`src/pll_ctrl_pkg.sv`:
```
/*
 Package for the loop counter and lock control block: register map,
 field layouts, reset values, lock counter timing and carrier structs.
 Assumes a 32-bit AXI4-Lite register bus clocked by aclk.
*/
package pll_ctrl_pkg;
   localparam logic [7:0] OFS_CONTROL = 8'h00;
   localparam logic [7:0] OFS_DIVIDE = 8'h04;
   localparam logic [7:0] OFS_PHASE = 8'h08;
   localparam logic [7:0] OFS_DUTY = 8'h0C;
   localparam logic [7:0] OFS_LOCK_COUNT = 8'h10;
   localparam logic [7:0] OFS_STATUS = 8'h14;
   localparam logic [7:0] OFS_IRQ_STATUS = 8'h18;
   localparam logic [7:0] OFS_IRQ_MASK = 8'h1C;

   // Control register bit positions
   localparam int CTL_ENABLE = 0;
   localparam int CTL_PFD_GATE = 1;
   localparam int CTL_REF_SEL = 2;
   localparam int CTL_DYN_SWITCH = 3;
   localparam int CTL_FB_LSB = 4;
   localparam int CTL_LOCK_SRC = 6;
   localparam int CTL_EXT_EN = 7;
   localparam int CTL_GLB_LSB = 8;
   localparam int CTL_DIFF = 11;

   localparam logic [31:0] RST_CONTROL = 32'h0000_0702;
   localparam logic [31:0] RST_DIVIDE = 32'h0000_0000;
   localparam logic [31:0] RST_PHASE = 32'h0000_0000;
   localparam logic [31:0] RST_DUTY = 32'h0000_0000;
   localparam logic [15:0] RST_LOCK_COUNT = 16'h0010;
   localparam logic [2:0] RST_IRQ_MASK = 3'h0;

   // Status event bits
   localparam int EVT_LOCK_RISE = 0;
   localparam int EVT_LOCK_FALL = 1;
   localparam int EVT_SWITCH = 2;

   // Phase detector settling after the loop is enabled
   localparam int SETTLE_NS = 1000;
   localparam int CLK_NS = 25;
   localparam int SETTLE_CYCLES = (SETTLE_NS + CLK_NS - 1) / CLK_NS;

   localparam int SCALERS = 3;
   localparam int PHASE_STEPS = 8;

   typedef enum logic [1:0] {
      fb_normal,
      fb_zero_delay,
      fb_no_comp,
      fb_reserved
   } feedback_mode_type;

   typedef struct packed {
      logic [4:0] third_post_scaler;
      logic [4:0] second_post_scaler;
      logic [4:0] first_post_scaler;
      logic [4:0] feedback;
      logic [1:0] pre;
   } divide_type;

   typedef struct packed {
      logic [31:0] data;
      logic [1:0] resp;
   } read_answer_type;
endpackage

```
`src/pll_counter_lock_control.sv`:
```
/*
 Digital control side of the phase-locked loop: divider, phase and duty
 settings, reference switchover, lock gating counter, feedback mode and
 output routing, with an AXI4-Lite register slave and interrupt.
 Assumes reference clocks and the raw analog lock arrive asynchronously;
 they are synchronised here. The analog loop itself lies outside.
*/
// The register addresses and the AXI4-Lite slave port were chosen for this implementation.
// Functional notes
// - Output frequency is ref times feedback over divisors
// - Phase steps of oscillator period over eight
// - Each post scaler has programmable duty cycle
// - Three post-scaled outputs feed global clocks
// - Third output drives pin and/or global network
// - Lock only when clock stable and in phase
// - Gated lock held low for counted transitions
// - Gated or raw lock selectable for output
// - Zero delay mode aligns pin with input
// - Normal mode compensates global network delay
// - No compensation mode applies no compensation
// - Enable input enables and disables the loop
// - Loop reset resynchronises loop inputs
// - Detector gate blocks detector updates when low
// - Differential reference consumes paired input pins
// - Switch selector static or dynamic picks reference
`timescale 1ns/10ps
module pll_counter_lock_control
   import pll_ctrl_pkg::*;
#(
   parameter int LOCK_COUNT_W = 16
) (
   input wire logic aclk,
   input wire logic aresetn,
   input wire logic [31:0] s_axi_awaddr,
   input wire logic s_axi_awvalid,
   output logic s_axi_awready,
   input wire logic [31:0] s_axi_wdata,
   input wire logic [3:0] s_axi_wstrb,
   input wire logic s_axi_wvalid,
   output logic s_axi_wready,
   output logic [1:0] s_axi_bresp,
   output logic s_axi_bvalid,
   input wire logic s_axi_bready,
   input wire logic [31:0] s_axi_araddr,
   input wire logic s_axi_arvalid,
   output logic s_axi_arready,
   output logic [31:0] s_axi_rdata,
   output logic [1:0] s_axi_rresp,
   output logic s_axi_rvalid,
   input wire logic s_axi_rready,
   input wire logic loop_enable,
   input wire logic loop_reset,
   input wire logic detector_gate_enable,
   input wire logic reference_switch_select,
   input wire logic ref_clk0,
   input wire logic ref_clk1,
   input wire logic raw_lock_in,
   output logic reference_sel,
   output logic differential_pair_used,
   output logic loop_run,
   output logic detector_update,
   output divide_type divide_out,
   output logic [11:0] phase_out,
   output logic [14:0] duty_out,
   output logic [1:0] feedback_mode,
   output logic [2:0] global_drive,
   output logic external_pin_drive,
   output logic lock_out,
   output logic irq
);
   logic [31:0] control_ff;
   logic [31:0] divide_ff;
   logic [31:0] phase_ff;
   logic [31:0] duty_ff;
   logic [LOCK_COUNT_W-1:0] lock_count_ff;
   logic [2:0] irq_status_ff;
   logic [2:0] irq_mask_ff;
   logic aw_hold_ff;
   logic w_hold_ff;
   logic [7:0] awaddr_ff;
   logic [31:0] wdata_ff;
   logic [3:0] wstrb_ff;
   logic bvalid_ff;
   logic [1:0] bresp_ff;
   logic rvalid_ff;
   read_answer_type rd_ff;

   // Two-flop synchronisers for asynchronous inputs
   logic [2:0] sync_a_ff;
   logic [2:0] sync_b_ff;
   logic [1:0] sync_c_ff;
   logic [1:0] sync_d_ff;
   logic ref_prev_ff;
   logic lock_prev_ff;
   logic sel_prev_ff;
   logic [LOCK_COUNT_W-1:0] edge_cnt_ff;
   logic [$clog2(SETTLE_CYCLES+1)-1:0] settle_ff;
   logic gated_lock_ff;
   logic lock_out_ff;
   logic en_s;
   logic rst_s;
   logic pfd_s;
   logic sel_s;
   logic ref_s;
   logic lock_s;

   always_ff @(posedge aclk) begin
      if (!aresetn) begin
         sync_a_ff <= 3'h0;
         sync_b_ff <= 3'h0;
         sync_c_ff <= 2'h0;
         sync_d_ff <= 2'h0;
      end else begin
         sync_a_ff <= {loop_enable, loop_reset, detector_gate_enable};
         sync_b_ff <= sync_a_ff;
         sync_c_ff <= {reference_switch_select, raw_lock_in};
         sync_d_ff <= sync_c_ff;
      end
   end

   assign en_s = sync_b_ff[2];
   assign rst_s = sync_b_ff[1];
   assign pfd_s = sync_b_ff[0];
   assign lock_s = sync_d_ff[0];

   // Static config or dynamic pin picks the reference
   assign sel_s = control_ff[CTL_DYN_SWITCH] ? sync_d_ff[1] : control_ff[CTL_REF_SEL];

   // Reference clock sampled as a level; a slow reference is assumed
   logic [1:0] ref0_sync_ff;
   logic [1:0] ref1_sync_ff;
   always_ff @(posedge aclk) begin
      if (!aresetn) begin
         ref0_sync_ff <= 2'h0;
         ref1_sync_ff <= 2'h0;
      end else begin
         ref0_sync_ff <= {ref0_sync_ff[0], ref_clk0};
         ref1_sync_ff <= {ref1_sync_ff[0], ref_clk1};
      end
   end
   assign ref_s = sel_s ? ref1_sync_ff[1] : ref0_sync_ff[1];

   // Software enable and the pin must both agree before the loop runs
   wire loop_on = en_s && !rst_s && control_ff[CTL_ENABLE];
   wire ref_edge = ref_s != ref_prev_ff;
   wire switched = sel_s != sel_prev_ff;
   wire settled = settle_ff == SETTLE_CYCLES[$bits(settle_ff)-1:0];
   wire stable_lock = lock_s && settled && loop_on;
   // Both reference edges count, so the count is in half periods
   wire count_done = edge_cnt_ff >= lock_count_ff;
   // Any doubt about the loop restarts settling and edge counting
   wire count_clear = !loop_on || switched || !lock_s;
   wire count_step = ref_edge && !count_done;
   wire nxt_gated = stable_lock && count_done;
   wire sel_lock = control_ff[CTL_LOCK_SRC] ? stable_lock : gated_lock_ff;

   always_ff @(posedge aclk) begin
      if (!aresetn) begin
         ref_prev_ff <= 1'b0;
         sel_prev_ff <= 1'b0;
         lock_prev_ff <= 1'b0;
         edge_cnt_ff <= '0;
         settle_ff <= '0;
         gated_lock_ff <= 1'b0;
         lock_out_ff <= 1'b0;
      end else begin
         ref_prev_ff <= ref_s;
         sel_prev_ff <= sel_s;
         lock_prev_ff <= lock_out_ff;
         lock_out_ff <= sel_lock;
         gated_lock_ff <= nxt_gated;
         if (count_clear) begin
            edge_cnt_ff <= '0;
            settle_ff <= '0;
         end else begin
            if (count_step) begin
               edge_cnt_ff <= edge_cnt_ff + 1'b1;
            end
            if (!settled) begin
               settle_ff <= settle_ff + 1'b1;
            end
         end
      end
   end

   // Register field fan-out to the analog loop
   assign divide_out = divide_type'(divide_ff[21:0]);
   assign phase_out = phase_ff[11:0];
   assign duty_out = duty_ff[14:0];
   assign feedback_mode = control_ff[CTL_FB_LSB +: 2];
   assign global_drive = control_ff[CTL_GLB_LSB +: SCALERS] & {SCALERS{loop_on}};
   assign external_pin_drive = control_ff[CTL_EXT_EN] && loop_on;
   assign differential_pair_used = control_ff[CTL_DIFF];
   assign reference_sel = sel_s;
   assign loop_run = loop_on;
   assign detector_update = loop_on && pfd_s && control_ff[CTL_PFD_GATE];
   assign lock_out = lock_out_ff;

   // AXI4-Lite write path
   // Address and data may arrive in either order; each waits parked
   wire aw_take = s_axi_awvalid && s_axi_awready;
   wire w_take = s_axi_wvalid && s_axi_wready;
   assign s_axi_awready = !aw_hold_ff && !bvalid_ff;
   assign s_axi_wready = !w_hold_ff && !bvalid_ff;
   wire have_aw = aw_hold_ff || aw_take;
   wire have_w = w_hold_ff || w_take;
   wire do_write = have_aw && have_w && !bvalid_ff;
   wire [7:0] waddr = aw_take ? s_axi_awaddr[7:0] : awaddr_ff;
   wire [31:0] wdata = w_take ? s_axi_wdata : wdata_ff;
   wire [3:0] wstrb = w_take ? s_axi_wstrb : wstrb_ff;
   wire [31:0] wmask = {{8{wstrb[3]}}, {8{wstrb[2]}}, {8{wstrb[1]}}, {8{wstrb[0]}}};

   function automatic logic mapped(input logic [7:0] a);
      mapped = (a[1:0] == 2'h0) && (a <= OFS_IRQ_MASK);
   endfunction

   function automatic logic [31:0] merge(input logic [31:0] old_v,
                                         input logic [31:0] new_v,
                                         input logic [31:0] m);
      merge = (old_v & ~m) | (new_v & m);
   endfunction

   wire wr_ok = do_write && mapped(waddr);
   wire [31:0] nxt_control = merge(control_ff, wdata, wmask);
   wire [31:0] nxt_lock32 = merge(32'(lock_count_ff), wdata, wmask);

   // Reserved feedback code falls back to normal mode
   wire [31:0] ctl_fixed = (nxt_control[CTL_FB_LSB +: 2] == fb_reserved) ?
      (nxt_control & ~(32'h3 << CTL_FB_LSB)) : nxt_control;

   // Zero divider values are raised to one, keeping ratios legal
   function automatic logic [31:0] fix_div(input logic [31:0] v);
      logic [31:0] r;
      r = v & 32'h003F_FFFF;
      if (r[1:0] == 2'h0) begin
         r[1:0] = 2'h1;
      end
      for (int i = 0; i < 4; i++) begin
         if (r[2 + 5*i +: 5] == 5'h00) begin
            r[2 + 5*i +: 5] = 5'h01;
         end
      end
      fix_div = r;
   endfunction

   always_ff @(posedge aclk) begin
      if (!aresetn) begin
         aw_hold_ff <= 1'b0;
         w_hold_ff <= 1'b0;
         awaddr_ff <= 8'h00;
         wdata_ff <= 32'h0000_0000;
         wstrb_ff <= 4'h0;
         bvalid_ff <= 1'b0;
         bresp_ff <= 2'h0;
      end else begin
         if (do_write) begin
            aw_hold_ff <= 1'b0;
            w_hold_ff <= 1'b0;
            bvalid_ff <= 1'b1;
            bresp_ff <= mapped(waddr) ? 2'h0 : 2'h2;
         end else begin
            if (aw_take) begin
               aw_hold_ff <= 1'b1;
               awaddr_ff <= s_axi_awaddr[7:0];
            end
            if (w_take) begin
               w_hold_ff <= 1'b1;
               wdata_ff <= s_axi_wdata;
               wstrb_ff <= s_axi_wstrb;
            end
            if (bvalid_ff && s_axi_bready) begin
               bvalid_ff <= 1'b0;
            end
         end
      end
   end

   // One select per register keeps the write process short
   wire wr_control = wr_ok && (waddr == OFS_CONTROL);
   wire wr_divide = wr_ok && (waddr == OFS_DIVIDE);
   wire wr_phase = wr_ok && (waddr == OFS_PHASE);
   wire wr_duty = wr_ok && (waddr == OFS_DUTY);
   wire wr_lock_count = wr_ok && (waddr == OFS_LOCK_COUNT);
   wire wr_mask = wr_ok && (waddr == OFS_IRQ_MASK);
   wire [31:0] nxt_divide = fix_div(merge(divide_ff, wdata, wmask));
   wire [31:0] nxt_phase = merge(phase_ff, wdata, wmask) & 32'h0000_0FFF;
   wire [31:0] nxt_duty = merge(duty_ff, wdata, wmask) & 32'h0000_7FFF;
   wire [31:0] nxt_mask32 = merge(32'(irq_mask_ff), wdata, wmask);
   // Status words are read only: a write there answers OKAY and changes nothing

   always_ff @(posedge aclk) begin
      if (!aresetn) begin
         control_ff <= RST_CONTROL;
         divide_ff <= fix_div(RST_DIVIDE);
         phase_ff <= RST_PHASE;
         duty_ff <= RST_DUTY;
         lock_count_ff <= LOCK_COUNT_W'(RST_LOCK_COUNT);
         irq_mask_ff <= RST_IRQ_MASK;
      end else begin
         if (wr_control) begin
            control_ff <= ctl_fixed & 32'h0000_0FFF;
         end
         if (wr_divide) begin
            divide_ff <= nxt_divide;
         end
         if (wr_phase) begin
            phase_ff <= nxt_phase;
         end
         if (wr_duty) begin
            duty_ff <= nxt_duty;
         end
         if (wr_lock_count) begin
            lock_count_ff <= nxt_lock32[LOCK_COUNT_W-1:0];
         end
         if (wr_mask) begin
            irq_mask_ff <= nxt_mask32[2:0];
         end
      end
   end

   // AXI4-Lite read path
   wire ar_take = s_axi_arvalid && s_axi_arready;
   // Only one read in flight, so arready just waits on the answer
   assign s_axi_arready = !rvalid_ff;
   wire [7:0] raddr = s_axi_araddr[7:0];
   // Status bits in the order software sees them
   wire [4:0] status_bits = {gated_lock_ff, stable_lock, sel_s, loop_on, lock_s};
   wire [31:0] status_word = {27'h0, status_bits};
   wire [31:0] rmux =
      (raddr == OFS_CONTROL) ? control_ff :
      (raddr == OFS_DIVIDE) ? divide_ff :
      (raddr == OFS_PHASE) ? phase_ff :
      (raddr == OFS_DUTY) ? duty_ff :
      (raddr == OFS_LOCK_COUNT) ? 32'(lock_count_ff) :
      (raddr == OFS_STATUS) ? status_word :
      (raddr == OFS_IRQ_STATUS) ? {29'h0, irq_status_ff} :
      (raddr == OFS_IRQ_MASK) ? {29'h0, irq_mask_ff} : 32'h0000_0000;
   wire irq_rd = ar_take && (raddr == OFS_IRQ_STATUS);

   always_ff @(posedge aclk) begin
      if (!aresetn) begin
         rvalid_ff <= 1'b0;
         rd_ff <= '0;
      end else if (ar_take) begin
         rvalid_ff <= 1'b1;
         rd_ff.data <= rmux;
         rd_ff.resp <= mapped(raddr) ? 2'h0 : 2'h2;
      end else if (rvalid_ff && s_axi_rready) begin
         rvalid_ff <= 1'b0;
      end
   end

   // Events: lock gained, lock lost, reference switched; set beats read clear
   wire lock_rise = !lock_prev_ff && lock_out_ff;
   wire lock_fall = lock_prev_ff && !lock_out_ff;
   wire [2:0] events = {switched, lock_fall, lock_rise};
   always_ff @(posedge aclk) begin
      if (!aresetn) begin
         irq_status_ff <= 3'h0;
      end else begin
         irq_status_ff <= (irq_rd ? 3'h0 : irq_status_ff) | events;
      end
   end

   // Level output; software clears it by reading the event word
   assign irq = |(irq_status_ff & irq_mask_ff);
   assign s_axi_bvalid = bvalid_ff;
   assign s_axi_bresp = bresp_ff;
   assign s_axi_rvalid = rvalid_ff;
   assign s_axi_rdata = rd_ff.data;
   assign s_axi_rresp = rd_ff.resp;
endmodule // pll_counter_lock_control

```
`config.mk`:
```
export PLATFORM = sky130hd
export DESIGN_NAME = pll_counter_lock_control
export DESIGN_NICKNAME = d
export VERILOG_FILES = /design/src/pll_ctrl_pkg.sv /design/src/pll_counter_lock_control.sv
export SDC_FILE = /design/constraint.sdc
export NUM_CORES = 1
export LEC_CHECK = 0
export BUFFER_PORTS_ARGS = -buffer_cell sky130_fd_sc_hd__buf_2
export CORE_ASPECT_RATIO = 1.1
export CORE_MARGIN = 2
export CORE_UTILIZATION = 45
export CTS_BUF_LIST = sky130_fd_sc_hd__clkbuf_2
export CTS_CLUSTER_SIZE = 14
export DETAILED_ROUTE_END_ITERATION = 6
export GPL_ROUTABILITY_DRIVEN = 0
export PLACE_DENSITY = 0.66
export SKIP_CTS_REPAIR_TIMING = 1
export SLEW_MARGIN = 10
export SYNTH_ARGS = -nofsm -noshare
export SYNTH_HDL_FRONTEND = slang
export SYNTH_SLANG_ARGS = --single-unit
```
`constraint.sdc`:
```
create_clock -name aclk -period 3.3 [get_ports aclk]
set_input_delay 0.33 -clock aclk [delete_from_list [all_inputs] [get_ports aclk]]
set_output_delay 0.33 -clock aclk [all_outputs]
set_load 0.005 [all_outputs]
```
---- Word-level counts from Yosys, hierarchy flattened ----
Cells that the tools add are included.
cells by class
  add/sub/neg operators ................... 2
  magnitude comparators ................... 3
  eq/ne operators ......................... 16
  muxes and demuxes ....................... 27
  bitwise operators ....................... 18
  reduce and logical (&&, ||, !) cells .... 58
operator list
  operator               number
  $eq 8x5->1 const B     6
  $mux 16                3
  $and 22x22->22         2
  $mux 22                2
  $eq 8x4->1 const B     4
  $mux 32                1
  $logic_and 1x1->1      30
  $mux 5                 5
  $and 12x12->12         2
  $or 12x12->12          2
  $not 22->22            1
  $or 22x22->22          1
  $logic_not 5->1        4
  $add 16x1->16 const B  1
  $and 16x16->16         1
  $eq 8x3->1 const B     2
  $ge 16x16->1           1
  $le 8x5->1 const B     2
  $logic_not 8->1        2
  $or 16x16->16          1
  $and 15x15->15         1
  $or 15x15->15          1
  $logic_not 1->1        10
  $and 3x3->3            3
  other kinds (17)       36
storage, ports and cells
  register bits after elaboration ......... 208
  bits of input ports ..................... 114
  output and inout bits ................... 102
  logic and storage cells ................. 154

---- Depth between registers and ports, before layout ----
Gate-level depths: netlist of the first run.
  depth in word-level cells ............... 10
  gate-level depth with buffers ........... 10
  mapped depth without buffers ............ 8

---- Worst setup path after synthesis of the first run ----
Ideal clock, no wire load.
  path kind ............................... register -> register
  start ................................... register with a tool-made name
  end ..................................... register edge_cnt_ff[12]
  setup time .............................. 0.071 ns
  arrival ................................. 2.313 ns
  data required time ...................... 3.229 ns
  path slack .............................. 0.916 ns
  stages on the path, launching flop included .. 10
  buffers on the path ..................... 1
  period minus slack after synthesis ...... 2.384 ns
  cells stage by stage .................... dfxtp_1 -> inv_1 -> ha_1 -> a211oi_1 -> nor2_1 -> a2111oi_2 -> o211ai_1 -> clkbuf_1 -> or4_1 -> a21oi_1
RTL lines
  element               RTL line                         text
  end signal, assigned  pll_counter_lock_control.sv:177  edge_cnt_ff <= edge_cnt_ff + 1'b1;
  end, declared         pll_counter_lock_control.sv:96   logic [LOCK_COUNT_W-1:0] edge_cnt_ff;

---- Worst setup path in the final report of the first run ----
  start ................................... register bvalid_ff, in the netlist s_axi_bvalid
  end ..................................... register control_ff[4]
between the ends
  longest elaborated chain between the ends .. 9
  elaborated cells on any way between the ends .. 24
  those cells by class .................... order compare: 1; eq/ne: 1; mux: 4; bitwise: 4; reduce/logical: 14
ends and longest elaborated chain
  element                                                             RTL line                                                                                           text
  start, declared                                                     pll_counter_lock_control.sv:83                                                                     logic bvalid_ff;
  start signal, assigned                                              pll_counter_lock_control.sv:253                                                                    bvalid_ff <= 1'b0;
  start signal, assigned                                              pll_counter_lock_control.sv:259                                                                    bvalid_ff <= 1'b1;
  start signal, assigned                                              pll_counter_lock_control.sv:272                                                                    bvalid_ff <= 1'b0;
  $logic_not 1->1 (*)                                                 pll_counter_lock_control.sv:203, pll_counter_lock_control.sv:204, pll_counter_lock_control.sv:207
  parallel branches: the longest is 8 deep, another holds $le 8x5->1  --
  end signal, assigned                                                pll_counter_lock_control.sv:301                                                                    control_ff <= ctl_fixed & 32'h0000_0FFF;
  end, declared                                                       pll_counter_lock_control.sv:71                                                                     logic [31:0] control_ff;
Mark *: on every way between the ends.
A chain may end at the register's enable or synchronous reset.

==> metrics.yaml, run 1 <==
yosys:
  synth_seq_cells: 185
  synthCells: 1028
  syn_avg_cell_area_sq_um: 8.419
  ys_types: 67
  synth-adder-area-share: 0.02747
  synth-simple-area-share: 0.2270
  synthArstFlopShare: 0
  synth_warnings: 0
  synth_mux_area_frac: 0.08674
  synthXorXnorAreaFrac: 0.008096
  yosys.area.top_type: "dfxtp_1"
  yosysSeqAreaShare: 0.4279
  synth_top_family_by_area: "simple AND/OR/NAND/NOR gates"
  synth_top_area_frac: 0.4279
  synthTopCellsByArea: "dfxtp_1, mux2i_1, nor2_1, nand2_1, a21oi_1"
  synth_compound_area_frac: 0.1673
  synth_edf_count: 0
  synth_area_sq_mm: 0.008655
  synth_ff_type: "dfxtp_1"
die:
  fp.dieH_microns: 149.5
  initial_utilization: 0.4563
  dieArea_sq_mm: 0.02036
  io_pins: 216
  num_rows: 53
  core_sq_mm: 0.01897
  fp.dieW_microns: 136.2
final_layout:
  design_area_sq_mm: 0.01033
  area_growth_pct: 19.40
  final_cells: 1461
  mostFrequentLayoutCells: "dfxtp_1, buf_2, nor2_1"
  layout-drive-gt1-share: 0.1937
  layout_commonest_cell: "dfxtp_1"
  final_util: 0.5449
  final_nets: 1334
timing:
  max_slew_margin: 0.3625
  tns_ps: 0
  fin_skew_ps: 40.37
  finalCritPeriodShare: 0.8496
  fin_worst_hold_slack_ps: 25.40
  slew_violations: 0
  fmax_mhz: 356.7
  finalSetupViolCount: 0
  finalHoldViolations: 0
  layout_min_cycle_time_ps: 2804
  tightest_slew_ps: 953.9
  grt_setup_unrepaired: "false"
pwr:
  p_per_area_mw_per_mm2: 425.3
  p_leak_nw: 4.306
  ir_drop_mv: 0.2328
grt:
  grt_pass1_vias: 7344
  grt_pass1_wl_mm: 39.47
  grt.overflow.total: 0
  antenna_found_initial: 1
  grt_max_degree: 49
  track_usage: 0.2502
drt:
  wl_per_cell_microns: 17.65
  drc: 0
  via_per_inst: 5.604
  finalWirelength_mm: 25.79
  vias: 8187
  drt_iter0_drc: 752
  final_antenna_net_count: 0
  drt_pre_antenna_iters: 5
critical_path:
  crit_path_start_kind: "register"
  crit_required_ps: 4070
  worstPathArrival_ps: 3580
  endpoint_kind: "register"
  path_class: "register to register"
  path_max_fanout: 10
hold_path:
  hp-class: "primary input to register"
place:
  post_dp_cell_area_sq_mm: 0.009627
  dp_hpwl_mm: 18.44
  placed_cells: 1387
  io_buffers: 144
clocking:
  clk_latency_ps: 840
  clkTransAtPathRegs_ps: 270
  cts_tree: "done"
  cts_inserted_buffers: 17
  cts_sinks: 185
  cts_buffer_depth: 2
  root_buffer: "clkbuf_2"
  cts_max_level: 4
outcome:
  status: "completed"
flow_run:
  cap_violations: 0
path summary, 6_finish.rpt:
check | depth (start not counted) | start | to | slack, ps
worst max-delay path | 9 | s_axi_bvalid | control_ff[4] | 500
worst min-delay path | 5 | s_axi_wdata[7] | register | 30
worst max register to register | 9 | s_axi_bvalid | control_ff[4] | 500
worst min register to register | 1 | sync_a_ff[0] | sync_b_ff[0] | 470
through the flow:
stage / total power [W] / setup slack [ps]
after floorplan: 0.002820 / 916.4
after global placement: 0.003039 / 646.3
after detailed placement: 0.003044 / 584.5
after CTS: 0.004364 / 553.8
after global routing: 0.004575 / 317.7
final: 0.004395 / 496.3
synthesized netlist by cell type (7+ instances only):
cell type,number
clkbuf_1,42
nand3_1,40
ha_1,19
nor3_1,29
nand2b_1,7
buf_2,9
o31ai_1,7
dfxtp_1,185
a221oi_1,10
o211ai_1,7
nor2_1,134
o21ai_0,32
nand4_1,8
nand2_1,119
o221ai_1,8
inv_1,31
and2_1,19
a21oi_1,87
mux2i_1,63
a211oi_1,39
buf_4,17
or3_1,12
layer usage:
| layer | up-vias | routed length (microns) | track usage |
|---|---|---|---|
| met5 | - | 0 | 0 |
| li1 | 3956 | - | - |
| met3 | 42 | 1649 | 0.04370 |
| met1 | 3875 | 12030 | 0.3482 |
| met2 | 314 | 11610 | 0.3910 |
| met4 | 0 | 505 | 0.08750 |
logic make-up (layout without fill, tap and decap cells):
family | after synthesis | in the layout
AND/OR/NAND/NOR | 414 | 414
other | 1 | 13
AO/OA/AOI/OAI | 224 | 224
adder cells (fa/ha/maj) | 19 | 19
flip-flops | 185 | 185
XOR/XNOR | 8 | 8
buffers and inverters | 105 | 279
multiplexers | 72 | 72
report_power, final:
part | internal, W | total [W] | switching, W
Combinational | 0.000262 | 0.000685 | 0.000423
Clock | 0.000506 | 0.00134 | 0.000836
Sequential | 0.00231 | 0.00237 | 0.0000537
final cells by class:
cell class                      count  area, sq um
Timing Repair Buffer              217         1386
Antenna cell                        1        2.502
Clock buffer                       18        90.09
Fill cell                        1826         8632
Inverter                           31        117.6
Multi-Input combinational cell    749         4531
Sequential cell                   185         3704
Tap cell                          247        309.0
Clock inverter                     13        193.9
critical path, stage by stage, from the launching register on:
cell and delay (ps):
dfxtp_1 470, nor3b_1 340, buf_4 260, mux2_2 380, nor2_1 110, buf_4 200, and3_1 200, nand3_1 80
dlygate4sd3_1 580, a21oi_1 140
Note: power is estimated with default switching activity, not from simulation.
==> run 2: changes to the inputs <==
==> constraint.sdc (replaced) <==
create_clock -name aclk -period 2.8 [get_ports aclk]
set_input_delay 0.28 -clock aclk [delete_from_list [all_inputs] [get_ports aclk]]
set_output_delay 0.28 -clock aclk [all_outputs]
set_load 0.005 [all_outputs]
==> run 2 against run 1 <==
Against the previous run:
- largest cell class unchanged
- highest routed layer unchanged
- core utilization increased by 0.97 points
- cell area grew 1.8%
- die area did not move
- critical path depth down 1
- total power increased by 17%
- combinational power grew 24%
- via count is 0.93% higher
- flip-flop and latch count unchanged
- wire length grew 1.4%
==> metrics.yaml, run 2 (synthesized netlist as in run 1, its figures left out) <==
pwr:
  p_sw_w: 0.001577
  swShare: 0.3058
  p_clk_frac: 0.295
  p_seq_frac: 0.541
  p_int_w: 0.003582
  ir_drop_mv: 0.2730
  p_total_w: 0.005159
  combPwrFrac: 0.164
  p_leak_nw: 4.429
  p_per_area_mw_per_mm2: 490.5
timing:
  tightest_slew_ps: 800.1
  layout_min_cycle_time_ps: 2678
  finalSetupViolCount: 0
  fin_skew_ps: 50.30
  finalHoldViolations: 0
  finalCritPeriodShare: 0.9565
  fmax_mhz: 373.4
  tns_ps: 0
  worst_slack_ps: 121.9
  slew_violations: 0
  max_slew_margin: 0.4513
critical_path:
  crit_required_ps: 3560
  slowest_delay_ps: 570
  endpoint_kind: "register"
  cp_slowest_cell: "dlygate4sd3_1"
  path_max_fanout: 4
  cp_common_cell: "a21oi_1"
  worstPathArrival_ps: 3430
  cp_top_family: "simple AND/OR/NAND/NOR gates"
  cp.buffers_inverters: 2
  path_class: "register to register"
  cp_cell_sequence: "nor3_1, or4b_4, buf_4, a21oi_1, and3_1, nand3_1, a21oi_1, dlygate4sd3_1"
  worstReg2RegStart: "awaddr_ff[7]"
  crit_path_start_kind: "register"
  startpoint: "awaddr_ff[7]"
die:
  io_pins: 216
  fp.dieH_microns: 149.5
  initial_utilization: 0.4563
  num_rows: 53
  fp.dieW_microns: 136.2
  core_sq_mm: 0.01897
  dieArea_sq_mm: 0.02036
drt:
  final_antenna_net_count: 0
  vias: 8263
  wl_per_cell_microns: 17.61
  via_per_inst: 5.564
  drc: 0
  drt_pre_antenna_iters: 5
  finalWirelength_mm: 26.15
  drt_iter0_drc: 650
final_layout:
  final_cells: 1485
  multi_input_area_sq_mm: 0.004543
  area_growth_pct: 21.53
  seqCellArea_sq_mm: 0.003704
  layout_commonest_cell: "dfxtp_1"
  final_nets: 1357
  fillers: 1802
  layout-drive-gt1-share: 0.2070
  mostFrequentLayoutCells: "dfxtp_1, buf_2, nor2_1"
clocking:
  cts_tree: "done"
  root_buffer: "clkbuf_2"
  cts_sinks: 185
  clkTransAtPathRegs_ps: 280
  cts_buffer_depth: 2
  cts_inserted_buffers: 17
  clk_latency_ps: 820
  cts_max_level: 4
grt:
  track_usage: 0.2534
  antenna_found_initial: 1
  grt_max_degree: 49
  grt_pass1_vias: 7371
  grt_pass1_wl_mm: 40.27
  grt.overflow.total: 0
hold_path:
  hp-class: "primary input to register"
  min_from: "s_axi_awvalid"
place:
  dp_slack_ps: 231.9
  placed_cells: 1407
  io_buffers: 144
  dp_hpwl_mm: 18.77
outcome:
  status: "completed"
flow_run:
  cap_violations: 0
[run 2: power by group through the flow]
stage	clock (W)	combinational (W)	sequential, W
3_3_place_gp	0	0.000779	0.00283
4_1_cts	0.00154	0.000788	0.00279
6_report	0.00152	0.000846	0.00279
3_5_place_dp	0	0.000785	0.00284
2_1_floorplan	0	0.000502	0.00282
5_1_grt	0.00165	0.000922	0.00280
[run 2: cell type report]
type                       count  area share
antenna                        1   0.0002379
clock buffer                  17    0.008089
clock inverter                15     0.01808
inverter                      31     0.01118
multi-input combinational    749      0.4320
sequential                   185      0.3521
tap                          247     0.02938
timing repair buffer         240      0.1489
[run 2: metrics by stage]
step / instance area, sq um / util / hold WS, ps
after global placement: 9777 / 0.5155 / 417.0
final: 10520 / 0.5546 / 41.10
after floorplan: 8696 / - / 379.0
after global routing: 10520 / 0.5546 / 23.97
after CTS: 10050 / 0.5300 / -432.9
after detailed placement: 9777 / 0.5155 / 419.9
[run 2: final timing paths]
path	endpoint	slack, ps	depth (start not counted)
worst min-delay path	aw_hold_ff	40	5
worst max-delay path	control_ff[4]	120	8
worst max register to register	control_ff[4]	120	8
worst min register to register	sync_d_ff[0]	470	1
[run 2: routing by layer]
layer,part of all wire,track usage
met5,0,0
met4,0.017,0.07708
met3,0.069,0.04133
met2,0.46,0.4015
met1,0.45,0.3545
[run 2: worst reg2reg max path: stages, from the launching register on]
cell and delay (ps):
dfxtp_1 380, nor3_1 270, or4b_4 510, buf_4 170, a21oi_1 280, and3_1 230, nand3_1 80, a21oi_1 140
dlygate4sd3_1 570
==> run 3: changes to the inputs <==
--- a/config.mk
+++ b/config.mk
@@ -12,10 +12,11 @@
 export CTS_BUF_LIST = sky130_fd_sc_hd__clkbuf_2
 export CTS_CLUSTER_SIZE = 14
 export DETAILED_ROUTE_END_ITERATION = 6
-export GPL_ROUTABILITY_DRIVEN = 0
 export PLACE_DENSITY = 0.66
+export RECOVER_POWER = 50
 export SKIP_CTS_REPAIR_TIMING = 1
 export SLEW_MARGIN = 10
 export SYNTH_ARGS = -nofsm -noshare
 export SYNTH_HDL_FRONTEND = slang
 export SYNTH_SLANG_ARGS = --single-unit
+export TNS_END_PERCENT = 5
==> run 3 against run 2 <==
Against the previous run:
- critical path depth unchanged
- first-iteration DRC count grew 7.7%
- total power decreased by 0.20%
- cell count unchanged
- wire length is 0.13% higher
- fmax decreased by 1.7%
- non-clock buffer count did not move
- cell area down 0.68%
- clock-buffer cell count is the same
- critical path type unchanged
- critical endpoint unchanged
- largest cell class unchanged
- highest routed layer unchanged
==> metrics.yaml, run 3 (synthesized netlist as in run 1, its figures left out) <==
final_layout:
  fillers: 1830
  design_area_sq_mm: 0.01045
  area_growth_pct: 20.70
  layout_commonest_cell: "dfxtp_1"
  layout-drive-gt1-share: 0.1714
  mostFrequentLayoutCells: "dfxtp_1, nor2_1, nand2_1"
  final_util: 0.5508
  final_nets: 1357
drt:
  drc: 0
  vias: 8320
  drt_pre_antenna_iters: 7
  wl_per_cell_microns: 17.63
  final_antenna_net_count: 0
  finalWirelength_mm: 26.19
  drt_iter0_drc: 700
  via_per_inst: 5.603
die:
  num_rows: 53
  fp.dieH_microns: 149.5
  core_sq_mm: 0.01897
  io_pins: 216
  fp.dieW_microns: 136.2
  dieArea_sq_mm: 0.02036
  initial_utilization: 0.4563
timing:
  fin_skew_ps: 53.52
  slew_violations: 0
  finalHoldViolations: 0
  fin_worst_hold_slack_ps: 42.63
  finalCritPeriodShare: 0.9735
  layout_min_cycle_time_ps: 2726
  fmax_mhz: 366.9
  tightest_slew_ps: 1485
  max_slew_margin: 0.009966
  finalSetupViolCount: 0
outcome:
  status: "completed"
critical_path:
  slowest_delay_ps: 590
  path_max_fanout: 4
  cp_cell_sequence: "nor3_1, or4b_4, buf_4, a21oi_1, and3_1, nand3_1, a21oi_1, dlygate4sd3_1"
  endpoint_kind: "register"
  cp.buffers_inverters: 2
  crit_required_ps: 3550
  worst-r2r-setup-slack_ps: 70
  cp_top_family: "simple AND/OR/NAND/NOR gates"
  path_class: "register to register"
  worstPathArrival_ps: 3480
  cp_common_cell: "a21oi_1"
  cp_slowest_cell: "dlygate4sd3_1"
  crit_path_start_kind: "register"
pwr:
  p_per_area_mw_per_mm2: 492.9
  p_leak_nw: 4.262
  ir_drop_mv: 0.2732
clocking:
  cts_max_level: 4
  root_buffer: "clkbuf_2"
  clkTransAtPathRegs_ps: 310
  cts_tree: "done"
  clk_latency_ps: 810
  cts_sinks: 185
  cts_inserted_buffers: 17
  cts_buffer_depth: 2
place:
  dp_hpwl_mm: 18.77
  io_buffers: 144
  routabilityCongestion: 0.8510
  post_dp_cell_area_sq_mm: 0.009777
grt:
  grt_pass1_wl_mm: 40.27
  grt_max_degree: 49
  antenna_found_initial: 1
  grt_pass1_vias: 7371
  grt.overflow.total: 0
  track_usage: 0.2534
hold_path:
  hp-class: "primary input to register"
flow_run:
  cap_violations: 0
==> run 3: tightest hold or removal path, delay by kind of cell <==
| family | cells | cell delay (ps) |
|---|---|---|
| buffers and inverters | 1 | 110 |
| and+or+nand+nor | 4 | 480 |
==> run 3: layout make-up <==
class,instances,area (sq um),share of cell area
repair buffers,240,1501,0.1437
diodes,1,2.502,0.0002395
clock inverters,15,190.2,0.01821
clock buffers,17,85.08,0.008145
inverters,31,117.6,0.01126
multi-input cells,749,4537,0.4343
flip-flops and latches,185,3704,0.3545
well taps,247,309.0,0.02958
==> run 3: metrics by stage <==
stage	cells	setup WS [ps]	total power [W]	TNS, ps
final	1485	74.27	0.005149	0
after global routing	1485	-31.86	0.005365	-82.83
after CTS	1439	124.1	0.005118	0
after detailed placement	1407	231.9	0.003620	0
after global placement	1407	231.6	0.003612	0
after floorplan	1039	416.4	0.003324	0
==> run 3: routing by layer <==
metal | global-route usage | part of all wire | vias up
li1 | - | - | 4027
met1 | 0.3545 | 0.45 | 3919
met2 | 0.4015 | 0.46 | 335
met3 | 0.04133 | 0.072 | 39
met4 | 0.07708 | 0.020 | 0
met5 | 0 | 0 | -
==> run 3: path summary, 6_finish.rpt <==
| path | start | cells past startpoint | to |
|---|---|---|---|
| max | awaddr_ff[7] | 8 | control_ff[4] |
| min reg2reg | sync_c_ff[0] | 1 | sync_d_ff[0] |
| min | s_axi_wdata[6] | 5 | register |
| max reg2reg | awaddr_ff[7] | 8 | control_ff[4] |
==> run 3: power by group <==
part           switching (W)  total (W)  internal, W
combinational       0.000509   0.000837     0.000328
sequential         0.0000610    0.00279      0.00273
clock                0.00100    0.00152     0.000519
total                0.00157    0.00515      0.00357
